File: src/include/port_pins_pkg.sv
// constants for the two-port pin configuration block
// assumes a 32-bit AXI4-Lite register bus, one register per aligned word
package port_pins_pkg;
	localparam int ADDR_W = 8;
	localparam int P_PINS = 6;
	localparam int S_PINS = 8;

	// register byte offsets
	localparam logic [7:0] OFF_P_DRIVE_REDUCE  = 8'h00;
	localparam logic [7:0] OFF_P_PULL_ENABLE   = 8'h04;
	localparam logic [7:0] OFF_P_PULL_POLARITY = 8'h08;
	localparam logic [7:0] OFF_P_OPEN_DRAIN    = 8'h0C;
	localparam logic [7:0] OFF_S_DATA          = 8'h10;
	localparam logic [7:0] OFF_S_PIN_LEVEL     = 8'h14;
	localparam logic [7:0] OFF_S_DIRECTION     = 8'h18;
	localparam logic [7:0] OFF_S_DRIVE_REDUCE  = 8'h1C;
	localparam logic [7:0] OFF_S_PULL_ENABLE   = 8'h20;
	localparam logic [7:0] OFF_S_PULL_POLARITY = 8'h24;
	localparam logic [7:0] OFF_S_OPEN_DRAIN    = 8'h28;

	// implemented bits
	localparam logic [7:0] P_MASK    = 8'h3F;
	localparam logic [7:0] P_OD_MASK = 8'h35;
	localparam logic [7:0] S_MASK    = 8'hF3;

	// values after reset
	localparam logic [7:0] REG_RESET = 8'h00;

	// pin positions on the second port, and the first port two-wire pins
	localparam int S_SPI_LO = 4;
	localparam int S_TX_PIN = 1;
	localparam int S_RX_PIN = 0;
	localparam int P_TWI_LO = 4;

	localparam logic [1:0] RESP_OKAY   = 2'b00;
	localparam logic [1:0] RESP_SLVERR = 2'b10;
endpackage : port_pins_pkg

File: src/core/pad_drive.sv
// per-pin pad control from effective direction and config bits
// purely combinational; caller registers the results
`timescale 1ns/1ps
module pad_drive #(
	parameter int   WIDTH      = 8,
	parameter logic PULL_ON_OD = 1'b0
) (
	input  wire logic [WIDTH-1:0] dir,
	input  wire logic [WIDTH-1:0] data,
	input  wire logic [WIDTH-1:0] reduce,
	input  wire logic [WIDTH-1:0] pull_en,
	input  wire logic [WIDTH-1:0] pull_pol,
	input  wire logic [WIDTH-1:0] open_drain,
	input  wire logic [WIDTH-1:0] od_force,
	output logic      [WIDTH-1:0] next_oe,
	output logic      [WIDTH-1:0] next_reduced,
	output logic      [WIDTH-1:0] next_pull_en,
	output logic      [WIDTH-1:0] next_pull_down,
	output logic      [WIDTH-1:0] next_od
);
	always_comb begin
		next_od        = od_force | (open_drain & dir);
		next_oe        = dir & (~next_od | ~data);
		next_reduced   = reduce & dir;
		next_pull_en   = pull_en & (~dir | (next_od & {WIDTH{PULL_ON_OD}}));
		next_pull_down = pull_pol & pull_en & ~dir;
	end
endmodule : pad_drive

File: src/core/pin_sync.sv
// two-flop synchroniser for pad levels
// assumes inputs come from outside the aclk domain
`timescale 1ns/1ps
module pin_sync #(
	parameter int WIDTH = 8
) (
	input  wire logic             aclk,
	input  wire logic             aresetn,
	input  wire logic [WIDTH-1:0] async_in,
	output logic      [WIDTH-1:0] sync_out
);
	logic [WIDTH-1:0] stage1;

	always_ff @(posedge aclk) begin
		if (!aresetn) begin
			stage1   <= '0;
			sync_out <= '0;
		end else begin
			stage1   <= async_in;
			sync_out <= stage1;
		end
	end
endmodule : pin_sync

File: src/core/port_pin_config.sv
// pin configuration and muxing for two general-purpose ports
// assumes AXI4-Lite master on aclk; peripherals on aclk; pads asynchronous
`timescale 1ns/1ps
module port_pin_config
	import port_pins_pkg::*;
(
	input  wire logic                            aclk,
	input  wire logic                            aresetn,
	input  wire logic [port_pins_pkg::ADDR_W-1:0] s_axi_awaddr,
	input  wire logic                            s_axi_awvalid,
	output logic                                 s_axi_awready,
	input  wire logic [31:0]                     s_axi_wdata,
	input  wire logic [3:0]                      s_axi_wstrb,
	input  wire logic                            s_axi_wvalid,
	output logic                                 s_axi_wready,
	output logic [1:0]                           s_axi_bresp,
	output logic                                 s_axi_bvalid,
	input  wire logic                            s_axi_bready,
	input  wire logic [port_pins_pkg::ADDR_W-1:0] s_axi_araddr,
	input  wire logic                            s_axi_arvalid,
	output logic                                 s_axi_arready,
	output logic [31:0]                          s_axi_rdata,
	output logic [1:0]                           s_axi_rresp,
	output logic                                 s_axi_rvalid,
	input  wire logic                            s_axi_rready,
	input  wire logic [port_pins_pkg::P_PINS-1:0] port_p_dir,
	input  wire logic                            twi_enable,
	input  wire logic [1:0]                      pwm_twi_ch_enable,
	input  wire logic                            spi_enable,
	input  wire logic [3:0]                      spi_out,
	input  wire logic [3:0]                      spi_oe,
	input  wire logic                            sci_tx_enable,
	input  wire logic                            sci_tx_data,
	input  wire logic                            sci_rx_enable,
	input  wire logic [port_pins_pkg::S_PINS-1:0] pad_s_in,
	output logic [port_pins_pkg::P_PINS-1:0]     pad_p_reduced,
	output logic [port_pins_pkg::P_PINS-1:0]     pad_p_pull_en,
	output logic [port_pins_pkg::P_PINS-1:0]     pad_p_pull_down,
	output logic [port_pins_pkg::P_PINS-1:0]     pad_p_open_drain,
	output logic [port_pins_pkg::S_PINS-1:0]     pad_s_out,
	output logic [port_pins_pkg::S_PINS-1:0]     pad_s_oe,
	output logic [port_pins_pkg::S_PINS-1:0]     pad_s_reduced,
	output logic [port_pins_pkg::S_PINS-1:0]     pad_s_pull_en,
	output logic [port_pins_pkg::S_PINS-1:0]     pad_s_pull_down,
	output logic [port_pins_pkg::S_PINS-1:0]     pad_s_open_drain,
	output logic [3:0]                           spi_in,
	output logic                                 sci_rx_data
);
	import port_pins_pkg::*;

	logic [7:0]        port_p_drive_reduce;
	logic [7:0]        port_p_pull_enable;
	logic [7:0]        port_p_pull_polarity;
	logic [7:0]        port_p_open_drain;
	logic [7:0]        port_s_data;
	logic [7:0]        port_s_direction;
	logic [7:0]        port_s_drive_reduce;
	logic [7:0]        port_s_pull_enable;
	logic [7:0]        port_s_pull_polarity;
	logic [7:0]        port_s_open_drain;
	logic [S_PINS-1:0] port_s_pin_level;

	logic              aw_held;
	logic              w_held;
	logic [ADDR_W-1:0] aw_addr;
	logic [31:0]       w_data;
	logic [3:0]        w_strb;
	logic              aw_take;
	logic              w_take;
	logic              ar_take;
	logic              do_write;

	// byte-lane write of an 8-bit register, unimplemented bits stay zero
	function automatic logic [7:0] lane_write(
		input logic [7:0] old,
		input logic [7:0] data,
		input logic       strb,
		input logic [7:0] mask
	);
		lane_write = strb ? (data & mask) : old;
	endfunction : lane_write

	function automatic logic is_mapped(input logic [ADDR_W-1:0] addr);
		logic [7:0] a;
		a = 8'(addr);
		is_mapped = (a[1:0] == 2'b00) && (a <= OFF_S_OPEN_DRAIN);
	endfunction : is_mapped

	function automatic logic [7:0] read_mux(input logic [ADDR_W-1:0] addr);
		logic [7:0] a;
		a = 8'(addr);
		if (a == OFF_P_DRIVE_REDUCE) begin
			read_mux = port_p_drive_reduce;
		end else if (a == OFF_P_PULL_ENABLE) begin
			read_mux = port_p_pull_enable;
		end else if (a == OFF_P_PULL_POLARITY) begin
			read_mux = port_p_pull_polarity;
		end else if (a == OFF_P_OPEN_DRAIN) begin
			read_mux = port_p_open_drain;
		end else if (a == OFF_S_DATA) begin
			read_mux = ((port_s_data & port_s_direction) |
				(port_s_pin_level & ~port_s_direction)) & S_MASK;
		end else if (a == OFF_S_PIN_LEVEL) begin
			read_mux = port_s_pin_level;
		end else if (a == OFF_S_DIRECTION) begin
			read_mux = port_s_direction;
		end else if (a == OFF_S_DRIVE_REDUCE) begin
			read_mux = port_s_drive_reduce;
		end else if (a == OFF_S_PULL_ENABLE) begin
			read_mux = port_s_pull_enable;
		end else if (a == OFF_S_PULL_POLARITY) begin
			read_mux = port_s_pull_polarity;
		end else if (a == OFF_S_OPEN_DRAIN) begin
			read_mux = port_s_open_drain;
		end else begin
			read_mux = 8'h00;
		end
	endfunction : read_mux

	pin_sync #(
		.WIDTH(S_PINS)
	) u_s_sync (
		.aclk    (aclk),
		.aresetn (aresetn),
		.async_in(pad_s_in),
		.sync_out(port_s_pin_level)
	);

	assign spi_in      = port_s_pin_level[S_PINS-1:S_SPI_LO];
	assign sci_rx_data = port_s_pin_level[S_RX_PIN];

	assign aw_take  = s_axi_awvalid && s_axi_awready;
	assign w_take   = s_axi_wvalid && s_axi_wready;
	assign ar_take  = s_axi_arvalid && s_axi_arready;
	assign do_write = aw_held && w_held && !s_axi_bvalid;

	// write address channel
	always_ff @(posedge aclk) begin
		if (!aresetn) begin
			s_axi_awready <= 1'b0;
			aw_held       <= 1'b0;
			aw_addr       <= '0;
		end else begin
			if (aw_take) begin
				s_axi_awready <= 1'b0;
				aw_held       <= 1'b1;
				aw_addr       <= s_axi_awaddr;
			end else if (do_write) begin
				aw_held <= 1'b0;
			end else if (!aw_held && !s_axi_bvalid) begin
				s_axi_awready <= 1'b1;
			end
		end
	end

	// write data channel
	always_ff @(posedge aclk) begin
		if (!aresetn) begin
			s_axi_wready <= 1'b0;
			w_held       <= 1'b0;
			w_data       <= '0;
			w_strb       <= '0;
		end else begin
			if (w_take) begin
				s_axi_wready <= 1'b0;
				w_held       <= 1'b1;
				w_data       <= s_axi_wdata;
				w_strb       <= s_axi_wstrb;
			end else if (do_write) begin
				w_held <= 1'b0;
			end else if (!w_held && !s_axi_bvalid) begin
				s_axi_wready <= 1'b1;
			end
		end
	end

	// write response
	always_ff @(posedge aclk) begin
		if (!aresetn) begin
			s_axi_bvalid <= 1'b0;
			s_axi_bresp  <= RESP_OKAY;
		end else if (do_write) begin
			s_axi_bvalid <= 1'b1;
			s_axi_bresp  <= is_mapped(aw_addr) ? RESP_OKAY : RESP_SLVERR;
		end else if (s_axi_bready) begin
			s_axi_bvalid <= 1'b0;
		end
	end

	// register file
	always_ff @(posedge aclk) begin
		if (!aresetn) begin
			port_p_drive_reduce  <= REG_RESET;
			port_p_pull_enable   <= REG_RESET;
			port_p_pull_polarity <= REG_RESET;
			port_p_open_drain    <= REG_RESET;
			port_s_data          <= REG_RESET;
			port_s_direction     <= REG_RESET;
			port_s_drive_reduce  <= REG_RESET;
			port_s_pull_enable   <= REG_RESET;
			port_s_pull_polarity <= REG_RESET;
			port_s_open_drain    <= REG_RESET;
		end else if (do_write) begin
			if (8'(aw_addr) == OFF_P_DRIVE_REDUCE) begin
				port_p_drive_reduce <= lane_write(port_p_drive_reduce,
					w_data[7:0], w_strb[0], P_MASK);
			end else if (8'(aw_addr) == OFF_P_PULL_ENABLE) begin
				port_p_pull_enable <= lane_write(port_p_pull_enable,
					w_data[7:0], w_strb[0], P_MASK);
			end else if (8'(aw_addr) == OFF_P_PULL_POLARITY) begin
				port_p_pull_polarity <= lane_write(port_p_pull_polarity,
					w_data[7:0], w_strb[0], P_MASK);
			end else if (8'(aw_addr) == OFF_P_OPEN_DRAIN) begin
				port_p_open_drain <= lane_write(port_p_open_drain,
					w_data[7:0], w_strb[0], P_OD_MASK);
			end else if (8'(aw_addr) == OFF_S_DATA) begin
				port_s_data <= lane_write(port_s_data,
					w_data[7:0], w_strb[0], S_MASK);
			end else if (8'(aw_addr) == OFF_S_DIRECTION) begin
				port_s_direction <= lane_write(port_s_direction,
					w_data[7:0], w_strb[0], S_MASK);
			end else if (8'(aw_addr) == OFF_S_DRIVE_REDUCE) begin
				port_s_drive_reduce <= lane_write(port_s_drive_reduce,
					w_data[7:0], w_strb[0], S_MASK);
			end else if (8'(aw_addr) == OFF_S_PULL_ENABLE) begin
				port_s_pull_enable <= lane_write(port_s_pull_enable,
					w_data[7:0], w_strb[0], S_MASK);
			end else if (8'(aw_addr) == OFF_S_PULL_POLARITY) begin
				port_s_pull_polarity <= lane_write(port_s_pull_polarity,
					w_data[7:0], w_strb[0], S_MASK);
			end else if (8'(aw_addr) == OFF_S_OPEN_DRAIN) begin
				port_s_open_drain <= lane_write(port_s_open_drain,
					w_data[7:0], w_strb[0], S_MASK);
			end
		end
	end

	// read channel
	always_ff @(posedge aclk) begin
		if (!aresetn) begin
			s_axi_arready <= 1'b0;
			s_axi_rvalid  <= 1'b0;
			s_axi_rdata   <= '0;
			s_axi_rresp   <= RESP_OKAY;
		end else if (ar_take) begin
			s_axi_arready <= 1'b0;
			s_axi_rvalid  <= 1'b1;
			s_axi_rdata   <= {24'h00_0000, read_mux(s_axi_araddr)};
			s_axi_rresp   <= is_mapped(s_axi_araddr) ? RESP_OKAY : RESP_SLVERR;
		end else begin
			if (s_axi_rvalid && s_axi_rready) begin
				s_axi_rvalid <= 1'b0;
			end
			if (!s_axi_rvalid) begin
				s_axi_arready <= 1'b1;
			end
		end
	end

	// second port ownership and first port two-wire open drain force
	logic [S_PINS-1:0] s_dir;
	logic [S_PINS-1:0] s_val;
	logic [P_PINS-1:0] p_force;

	always_comb begin
		s_dir = port_s_direction[S_PINS-1:0];
		s_val = port_s_data[S_PINS-1:0];
		if (spi_enable) begin
			s_dir[S_PINS-1:S_SPI_LO] = spi_oe;
			s_val[S_PINS-1:S_SPI_LO] = spi_out;
		end
		if (sci_tx_enable) begin
			s_dir[S_TX_PIN] = 1'b1;
			s_val[S_TX_PIN] = sci_tx_data;
		end
		if (sci_rx_enable) begin
			s_dir[S_RX_PIN] = 1'b0;
		end
		p_force = '0;
		p_force[P_TWI_LO+1] = twi_enable && !pwm_twi_ch_enable[1];
		p_force[P_TWI_LO]   = twi_enable && !pwm_twi_ch_enable[0];
	end

	logic [P_PINS-1:0] next_p_reduced;
	logic [P_PINS-1:0] next_p_pull_en;
	logic [P_PINS-1:0] next_p_pull_down;
	logic [P_PINS-1:0] next_p_od;
	logic [S_PINS-1:0] next_s_oe;
	logic [S_PINS-1:0] next_s_reduced;
	logic [S_PINS-1:0] next_s_pull_en;
	logic [S_PINS-1:0] next_s_pull_down;
	logic [S_PINS-1:0] next_s_od;

	pad_drive #(
		.WIDTH     (P_PINS),
		.PULL_ON_OD(1'b0)
	) u_p_pads (
		.dir           (port_p_dir),
		.data          ('0),
		.reduce        (port_p_drive_reduce[P_PINS-1:0]),
		.pull_en       (port_p_pull_enable[P_PINS-1:0]),
		.pull_pol      (port_p_pull_polarity[P_PINS-1:0]),
		.open_drain    (port_p_open_drain[P_PINS-1:0]),
		.od_force      (p_force),
		.next_oe       (),
		.next_reduced  (next_p_reduced),
		.next_pull_en  (next_p_pull_en),
		.next_pull_down(next_p_pull_down),
		.next_od       (next_p_od)
	);

	pad_drive #(
		.WIDTH     (S_PINS),
		.PULL_ON_OD(1'b1)
	) u_s_pads (
		.dir           (s_dir),
		.data          (s_val),
		.reduce        (port_s_drive_reduce[S_PINS-1:0]),
		.pull_en       (port_s_pull_enable[S_PINS-1:0]),
		.pull_pol      (port_s_pull_polarity[S_PINS-1:0]),
		.open_drain    (port_s_open_drain[S_PINS-1:0]),
		.od_force      ('0),
		.next_oe       (next_s_oe),
		.next_reduced  (next_s_reduced),
		.next_pull_en  (next_s_pull_en),
		.next_pull_down(next_s_pull_down),
		.next_od       (next_s_od)
	);

	// registered pad controls
	always_ff @(posedge aclk) begin
		if (!aresetn) begin
			pad_p_reduced    <= '0;
			pad_p_pull_en    <= '0;
			pad_p_pull_down  <= '0;
			pad_p_open_drain <= '0;
		end else begin
			pad_p_reduced    <= next_p_reduced;
			pad_p_pull_en    <= next_p_pull_en;
			pad_p_pull_down  <= next_p_pull_down;
			pad_p_open_drain <= next_p_od;
		end
	end

	always_ff @(posedge aclk) begin
		if (!aresetn) begin
			pad_s_out        <= '0;
			pad_s_oe         <= '0;
			pad_s_reduced    <= '0;
			pad_s_pull_en    <= '0;
			pad_s_pull_down  <= '0;
			pad_s_open_drain <= '0;
		end else begin
			pad_s_out        <= s_val;
			pad_s_oe         <= next_s_oe;
			pad_s_reduced    <= next_s_reduced;
			pad_s_pull_en    <= next_s_pull_en;
			pad_s_pull_down  <= next_s_pull_down;
			pad_s_open_drain <= next_s_od;
		end
	end
endmodule : port_pin_config

File: config.mk
export PLATFORM = sky130hd
export DESIGN_NAME = port_pin_config
export DESIGN_NICKNAME = d
export VERILOG_FILES = /design/src/include/port_pins_pkg.sv /design/src/core/pad_drive.sv /design/src/core/pin_sync.sv /design/src/core/port_pin_config.sv
export SDC_FILE = /design/constraint.sdc
export NUM_CORES = 1
export LEC_CHECK = 0
export BUFFER_PORTS_ARGS = -buffer_cell sky130_fd_sc_hd__buf_2
export CAP_MARGIN = 40
export CORE_MARGIN = 5
export CORE_UTILIZATION = 42
export DETAILED_ROUTE_END_ITERATION = 10
export HOLD_SLACK_MARGIN = 0.08
export PLACE_DENSITY_LB_ADDON = 0.15
export SETUP_SLACK_MARGIN = 0.02
export SYNTH_ARGS = -nofsm -noshare
export SYNTH_HDL_FRONTEND = slang
export SYNTH_SLANG_ARGS = --single-unit
File: constraint.sdc
create_clock -name aclk -period 2.9 [get_ports aclk]
set_clock_uncertainty 0.15 [all_clocks]
set_input_delay 0.29 -clock aclk [delete_from_list [all_inputs] [get_ports aclk]]
set_output_delay 0.29 -clock aclk [all_outputs]
set_load 0.02 [all_outputs]
==> results of run 1 <==
[logic make-up after synthesis]
| kind of cell | synth area share |
|---|---|
| other cells | 0.000536 |
| mux | 0.0627 |
| buf+inv | 0.0815 |
| flops | 0.475 |
| simple gates | 0.230 |
| compound gates | 0.150 |
[cell type report]
cell class              instances  area (µm²)  area share
flip-flops and latches        166        3320       0.376
repair buffers                203        1330       0.150
multi-input cells             525        3270       0.370
clock inverters                13         139      0.0157
inverters                      16        60.1     0.00679
clock buffers                  19         443      0.0501
well taps                     220         275      0.0311
[critical path: cells and delay by family (launching register included)]
| kind | cells | cell delay [ns] |
|---|---|---|
| multiplexers | 1 | 0.25 |
| AND/OR/NAND/NOR | 4 | 1.12 |
| buffers and inverters | 1 | 0.28 |
| flip-flops | 1 | 0.36 |
[per-layer routing]
layer	up-vias	global-route usage
li1	2894	-
met1	2819	0.264
met2	220	0.344
met3	34	0.0514
met4	0	0.0757
met5	-	0
[where the power goes]
part | internal [mW] | leakage, nW | total, mW | switching [mW]
clock | 1.23 | 0.283 | 2.23 | 0.993
combinational | 0.178 | 2.13 | 0.443 | 0.265
sequential | 2.32 | 1.35 | 2.37 | 0.0484
[metrics by stage]
stage | setup WS (ns) | util | instances | area [µm²] | total power, mW
floorplan | 0.967 | - | 792 | 7150 | 2.70
global placement | 0.615 | 0.469 | 1076 | 7720 | 2.80
detailed placement | 0.617 | 0.469 | 1076 | 7720 | 2.81
CTS | 0.583 | 0.537 | 1162 | 8840 | 5.08
global route | 0.420 | 0.537 | 1162 | 8840 | 5.23
finish | 0.618 | 0.537 | 1162 | 8840 | 5.04
[synthesized netlist by cell type, types with 3 or more instances]
library cell,count
o21ai_0,15
buf_2,12
buf_4,45
dfxtp_1,166
and3_1,11
nor2_1,18
nor4_1,5
a21boi_1,15
nand2b_1,6
nor3_1,8
clkbuf_1,26
o21a_1,5
and4_1,4
nand4_1,3
a21oi_1,15
a21boi_0,50
nor2b_1,30
a221oi_1,3
o211a_1,5
o21ai_1,3
nand2_1,96
nand3_1,54
a211oi_1,3
o221ai_1,3
and3b_1,5
and2_1,34
mux2i_1,36
inv_1,15
mux2_2,7
a22oi_1,3
a31oi_1,6
[flip-flops by register name (all words and copies together) (netlist names), 8 cells and up]
signal and cells:
s_axi_rdata 8, aw_addr 8, w_data 8, u_s_sync.stage1 8, u_s_sync.sync_out 8
[final timing paths]
kind,to
max,port_p_pull_enable[3]
min,aw_addr[3]
max reg2reg,port_p_pull_enable[3]
min reg2reg,u_s_sync.sync_out[7]
==> summary.md, run 1 <==
| Metric | Value |
|---|---|
| DIE HEIGHT | `139 µm` |
| Critical-path cell list | `nand3b_1 > nor4_4 > buf_4 > nand2_1 > mux2i_1 > nor2b_1` |
| Post-synthesis cell type count | `70` |
| First drt pass iteration count | `5` |
| Area growth syn-to-layout | `26.3%` |
| Hold Path Class | `input pin to register` |
| Fill count | `between 1500 and 2000` |
| Max Cap Viol | `0` |
| Synthesized area | `7000 µm²` |
| CTS H-tree lvls | `4` |
| Via density | `roughly 5` |
| Peak supply drop | `around 0.39 mV` |
| R2R Setup Slk | `0.62 ns` |
| I/O pin total | `206` |
| Minimum clock period | `around 2.3 ns` |
| R2R depth | `6` |
| Rows | `47` |
| Vias | `just under 6000` |
| TritonCTS buffer count | `17` |
| Leak pwr | `about 3.8 nW` |
| Final Hold Fails | `0` |
| Crit path kind | `register to register` |
| Setup Viol. Count Final | `0` |
| Final ANT Viol Nets | `0` |
| CTS Root Buffer Type | `clkbuf_16` |
| Routed WL | `20100 µm` |
| Sequential share of the synthesized area | `0.475` |
| Max-slew violation count | `0` |
| Syn Area/Cell | `between 9 and 10 µm²` |
| Top cell type's share of synthesized area | `0.475` |
| Share of layout cells above drive strength 1 | `0.217` |
| Final net count | `about 1000` |
| Arrival @ worst endpoint | `2.45 ns` |
| Worst setup EP type | `register` |
| Most common cell after layout, fill and taps aside | `dfxtp_1` |
| Setup Buffers After CTS | `0` |
| Largest cells by area after synthesis | `dfxtp_1 (47%), a21boi_0 (5.4%), mux2i_1 (5.1%), nand2_1 (5.1%), buf_4 (4.8%)` |
| Max-slew headroom | `0.556` |
| Die width | `between 100 and 150 µm` |
| Largest net degree at the start of global routing | `82` |
| P per Cell Area | `571 nW/µm²` |
| WHS | `0.113 ns` |
| Die Area | `slightly below 20000 µm²` |
| TritonCTS clock tree | `built` |
| Core area | `roughly 16000 µm²` |
| Post-synth EDFFs | `0` |
| DP HPWL | `approximately 14000 µm` |
| Most frequent cells in the layout | `dfxtp_1 (166), buf_2 (137), nand2_1 (96)` |
| Slew @ Worst Pin | `between 0.6 and 0.7 ns` |
| Met3 Wirelength | `1310 µm` |
| Required @ worst endpoint | `between 3 and 4 ns` |
| RSZ-0062 raised after global routing | `false` |
| Critical R2R Launch | `s_axi_bvalid` |
| Dominant cell type by area after synthesis | `dfxtp_1` |
| Met1 wire length | `about 8700 µm` |
| Ys Warns | `0` |
| Top Layer Used | `met4` |
| Crit path from | `s_axi_bvalid` |
| Clock sink count | `~170` |
| Clk_lat worst skew | `around 0.43 ns` |
| Top_reg_cell synth | `dfxtp_1` |
| Synth async-reset ratio | `0` |
| Min-delay src | `s_axi_awvalid` |
| Initial antenna violation count | `0` |
| DR WL/cell | `between 15 and 20 µm` |
| Post-CTS Resized | `0` |
| Hold_buf cts | `54` |
| First-pass GRT wire length | `about 32000 µm` |
| Gpl congestion | `approximately 0.9` |
| Status | `completed` |
| Crit path max fanout | `15` |
| Slowest CP cell | `nand3b_1` |
| Setup_tns | `0 ns` |
| Met2 wire length | `just under 10000 µm` |
| GR Overflow Total | `0` |
| Final Cycle Share | `0.787` |
| Synth Register Bits | `roughly 170` |
| Fmax | `~440 MHz` |
| GRT Resource Usage Total | `0.208` |
| DRC viols | `0` |
| Type of origin of the critical path | `register` |
| Worst-path clk slew | `about 0.070 ns` |
| Vias in the first global route | `5973` |
| DRT iter0 DRCs | `between 400 and 500` |
| Hold depth | `3` |
| Initial Util | `0.425` |
| Max stage delay on crit path | `about 0.38 ns` |
| Instance count of the mapped netlist | `about 750` |
| # diodes | `0` |
| Clk buf depth | `2` |
| # port buffers | `about 140` |
Power figures use the tool's default switching activity.
==> inputs of run 2 (changes only) <==
ABC_AREA = 1   (was unset)
clock period = 1.9 ns   (was 2.9 ns; I/O delays follow)
==> summary.md, run 2 <==
| Metric | Value |
|---|---|
| Most common cell after layout, fill and taps aside | `dfxtp_1` |
| Synth Area in Compound Gates | `0.155 (+0.00483)` |
| Leak pwr | `3.86 nW (+2.7%)` |
| Max-slew headroom | `0.516 (-0.0400)` |
| First drt pass iteration count | `5 (unchanged)` |
| DRC viols | `0 (unchanged)` |
| Ys Warns | `0 (unchanged)` |
| Fmax | `564 MHz (+29%)` |
| Slew @ Worst Pin | `0.726 ns (+0.0655 ns)` |
| Largest cells by area after synthesis | `dfxtp_1 (50%), nand2_1 (6.7%), nor2_1 (6.6%), inv_1 (5.4%), buf_4 (5.3%)` |
| CTS Root Buffer Type | `clkbuf_16` |
| GRT Resource Usage Total | `0.196 (-0.0119)` |
| RSZ-0062 raised after global routing | `true` |
| Gpl congestion | `0.850 (-6.1%)` |
| Post-synthesis cell type count | `42 (-40%)` |
| Initial Util | `0.423 (-0.00176)` |
| Hold Path Class | `input pin to register` |
| Share of layout cells above drive strength 1 | `0.224 (+0.00714)` |
| Instance count of the mapped netlist | `835 (+11%)` |
| Crit path max fanout | `11 (-4)` |
| Final Cycle Share | `0.932 (+0.146)` |
| P per Cell Area | `862 nW/µm² (+51%)` |
| Area growth syn-to-layout | `30.9%` |
| Routed WL | `18100 µm (-10%)` |
| Slowest CP cell | `dfxtp_1` |
| Crit path kind | `register to register` |
| R2R Setup Slk | `0.13 ns (-0.49 ns)` |
| Max stage delay on crit path | `0.35 ns (-0.03 ns)` |
| Final ANT Viol Nets | `0 (unchanged)` |
| Status | `completed` |
| Most common cell in the netlist | `dfxtp_1` |
| GR Overflow Total | `0 (unchanged)` |
| Synthesized area | `6650 µm² (-5.0%)` |
| Core area | `15700 µm² (-4.6%)` |
| DRT iter0 DRCs | `413 (-5.9%)` |
| Critical path capture point | `port_p_pull_enable[4]` |
| Critical R2R Launch | `s_axi_bvalid` |
| Final net count | `1131 (+11%)` |
| CTS H-tree lvls | `4 (unchanged)` |
| Arrival @ worst endpoint | `1.92 ns (-0.53 ns)` |
| Clk_lat worst skew | `0.43 ns (about the same)` |
| Max-slew violation count | `0 (unchanged)` |
| Top cell type's share of synthesized area | `0.500 (+0.0248)` |
| I/O pin total | `206 (unchanged)` |
| Placed Instances | `1181 (+9.8%)` |
| DP HPWL | `12500 µm (-12%)` |
| Setup_tns | `0 ns (unchanged)` |
| Synth Area in Adders | `0 (unchanged)` |
| R2r endpoint | `port_p_pull_enable[4]` |
| Simple-Gate Fraction of Synth Area | `0.211 (-0.0197)` |
| Clk buf depth | `2 (unchanged)` |
| # port buffers | `138 (unchanged)` |
| TritonCTS clock tree | `built` |
| Most frequent cells in the layout | `dfxtp_1 (166), buf_2 (138), nand2_1 (118)` |
| Die width | `136 µm (-2.3%)` |
| Largest net degree at the start of global routing | `74 (-9.8%)` |
| Minimum clock period | `1.77 ns (-0.510 ns)` |
| DR WL/cell | `14.2 µm (-18%)` |
| Syn Area/Cell | `7.97 µm² (-14%)` |
| Top_reg_cell synth | `dfxtp_1` |
| Sequential share of the synthesized area | `0.500 (+0.0248)` |
| Setup Viol. Count Final | `0 (unchanged)` |
| Vias | `5910 (-0.96%)` |
| Synth async-reset ratio | `0 (unchanged)` |
| Initial antenna violation count | `0 (unchanged)` |
| Synth Register Bits | `166 (unchanged)` |
| Clock sink count | `166 (unchanged)` |
| List of most frequent post-synthesis cells | `dfxtp_1 (166), nand2_1 (118), nor2_1 (117)` |
| Max Cap Viol | `0 (unchanged)` |
| Type of origin of the critical path | `register` |
| Dominant cell type by area after synthesis | `dfxtp_1` |
| Largest family of logic cells by synthesized area | `simple AND/OR/NAND/NOR gates` |
| First-pass GRT wire length | `28000 µm (-13%)` |
| DIE HEIGHT | `136 µm (-2.3%)` |
| Required @ worst endpoint | `2.05 ns (-1.02 ns)` |
| Synth Area in XOR/XNOR | `0 (unchanged)` |
| Final Hold Fails | `0 (unchanged)` |
| R2R depth | `10 (+4)` |
| Critical-path cell list | `inv_2 > nand3_4 > nor2_4 > inv_2 > nor2_4 > inv_4 > nor3_4 > buf_12 > buf_4 > a211oi_2` |
| Die Area | `18500 µm² (-4.6%)` |
| Crit path from | `s_axi_bvalid` |
| Worst-path clk slew | `0.06 ns (about the same)` |
| Peak supply drop | `0.602 mV (+54%)` |
| Final Non-Filler Cells | `1271 (+9.4%)` |
| Fill count | `1505 (-2.5%)` |
| Rows | `46 (-2.1%)` |
| TritonCTS buffer count | `17 (unchanged)` |
| Post-synth EDFFs | `0 (unchanged)` |
| # diodes | `0 (unchanged)` |
| Mux share of post-synthesis cell area | `0.00301 (-0.0597)` |
| Via density | `4.65 (-9.4%)` |
| Worst setup EP type | `register` |
| Vias in the first global route | `5508 (-7.8%)` |
==> run 2: changes by cell type in the layout (fill, tap and decap cells not counted), moves of 31 or more <==
cell / delta
nor2_1: +98
inv_1: +80
a21oi_1: +51
a21boi_0: -50
o21ai_0: +42
mux2i_1: -34
nand3_1: -32
and2_1: -31
==> run 2: worst max-delay path, delay by kind of cell (launching register included) <==
kind | cells | cell delay [ns]
and+or+nand+nor | 4 | 0.57
AOI/OAI and AO/OA | 1 | 0.05
buffers and inverters | 5 | 0.51
DFF | 1 | 0.35
==> run 2: cell families (layout without fill, tap and decap cells) <==
| logic type | count (synthesis) | count (layout) |
|---|---|---|
| AO/OA/AOI/OAI | 175 | 175 |
| AND/OR/NAND/NOR | 313 | 313 |
| buffers and inverters | 178 | 359 |
| other | 1 | 40 |
| flip-flops | 166 | 166 |
| multiplexers | 2 | 2 |
==> run 2: worst min path at each step <==
stage	startpoint	slack, ns	depth (start not counted)	endpoint
after floorplan	port_p_dir[0]	0.11	1	pad_p_pull_en[0]
after global placement	pad_s_in[7]	0.22	3	u_s_sync.stage1[7]
after detailed placement	pad_s_in[5]	0.22	3	u_s_sync.stage1[5]
after CTS	s_axi_arvalid	0.09	5	s_axi_rdata[3]
after global routing	spi_enable	0.13	4	pad_s_oe[4]
final	s_axi_arvalid	0.10	5	s_axi_rdata[3]
==> run 2: metrics by stage <==
stage	setup slack (ns)	hold slack, ns	total power, mW	utilization	instance area [µm²]
floorplan	0.241	0.112	4.08	-	6800
global placement	0.0443	0.221	4.20	0.478	7510
detailed placement	-0.0486	0.223	4.20	0.478	7510
CTS	0.0636	0.0868	7.55	0.548	8610
global route	0.00805	0.131	7.79	0.554	8710
finish	0.128	0.101	7.50	0.554	8710
==> run 2: area by class of cell <==
class / count / area [µm²] / share of cell area
Inverter: 107 / 404 / 0.0464
Sequential cell: 166 / 3320 / 0.382
Multi-Input combinational cell: 530 / 2630 / 0.302
Tap cell: 216 / 270 / 0.0310
Clock buffer: 21 / 450 / 0.0517
Timing Repair Buffer: 221 / 1530 / 0.175
Clock inverter: 10 / 106 / 0.0122
==> run 2: power breakdown <==
group | switching, mW | internal [mW]
Sequential | 0.0423 | 3.55
Combinational | 0.405 | 0.224
Clock | 1.34 | 1.95
Total | 1.78 | 5.72
==> run 2: timing repair <==
item / in CTS / in global routing
hold buffers: 53 / 0
setup endpoints to repair: 6 / 36
pin swaps: 1 / 4
gates resized for setup: 0 / 6
buffers inserted: 1 / 5
hold endpoints to repair: 83 / 0
==> run 2: metal layers <==
| metal | up-vias | track usage | part of all wire |
|---|---|---|---|
| li1 | 3047 | - | - |
| met2 | 196 | 0.303 | 0.44 |
| met5 | - | 0 | 0 |
| met1 | 2642 | 0.267 | 0.48 |
| met4 | 0 | 0.0728 | 0.019 |
| met3 | 25 | 0.0455 | 0.063 |
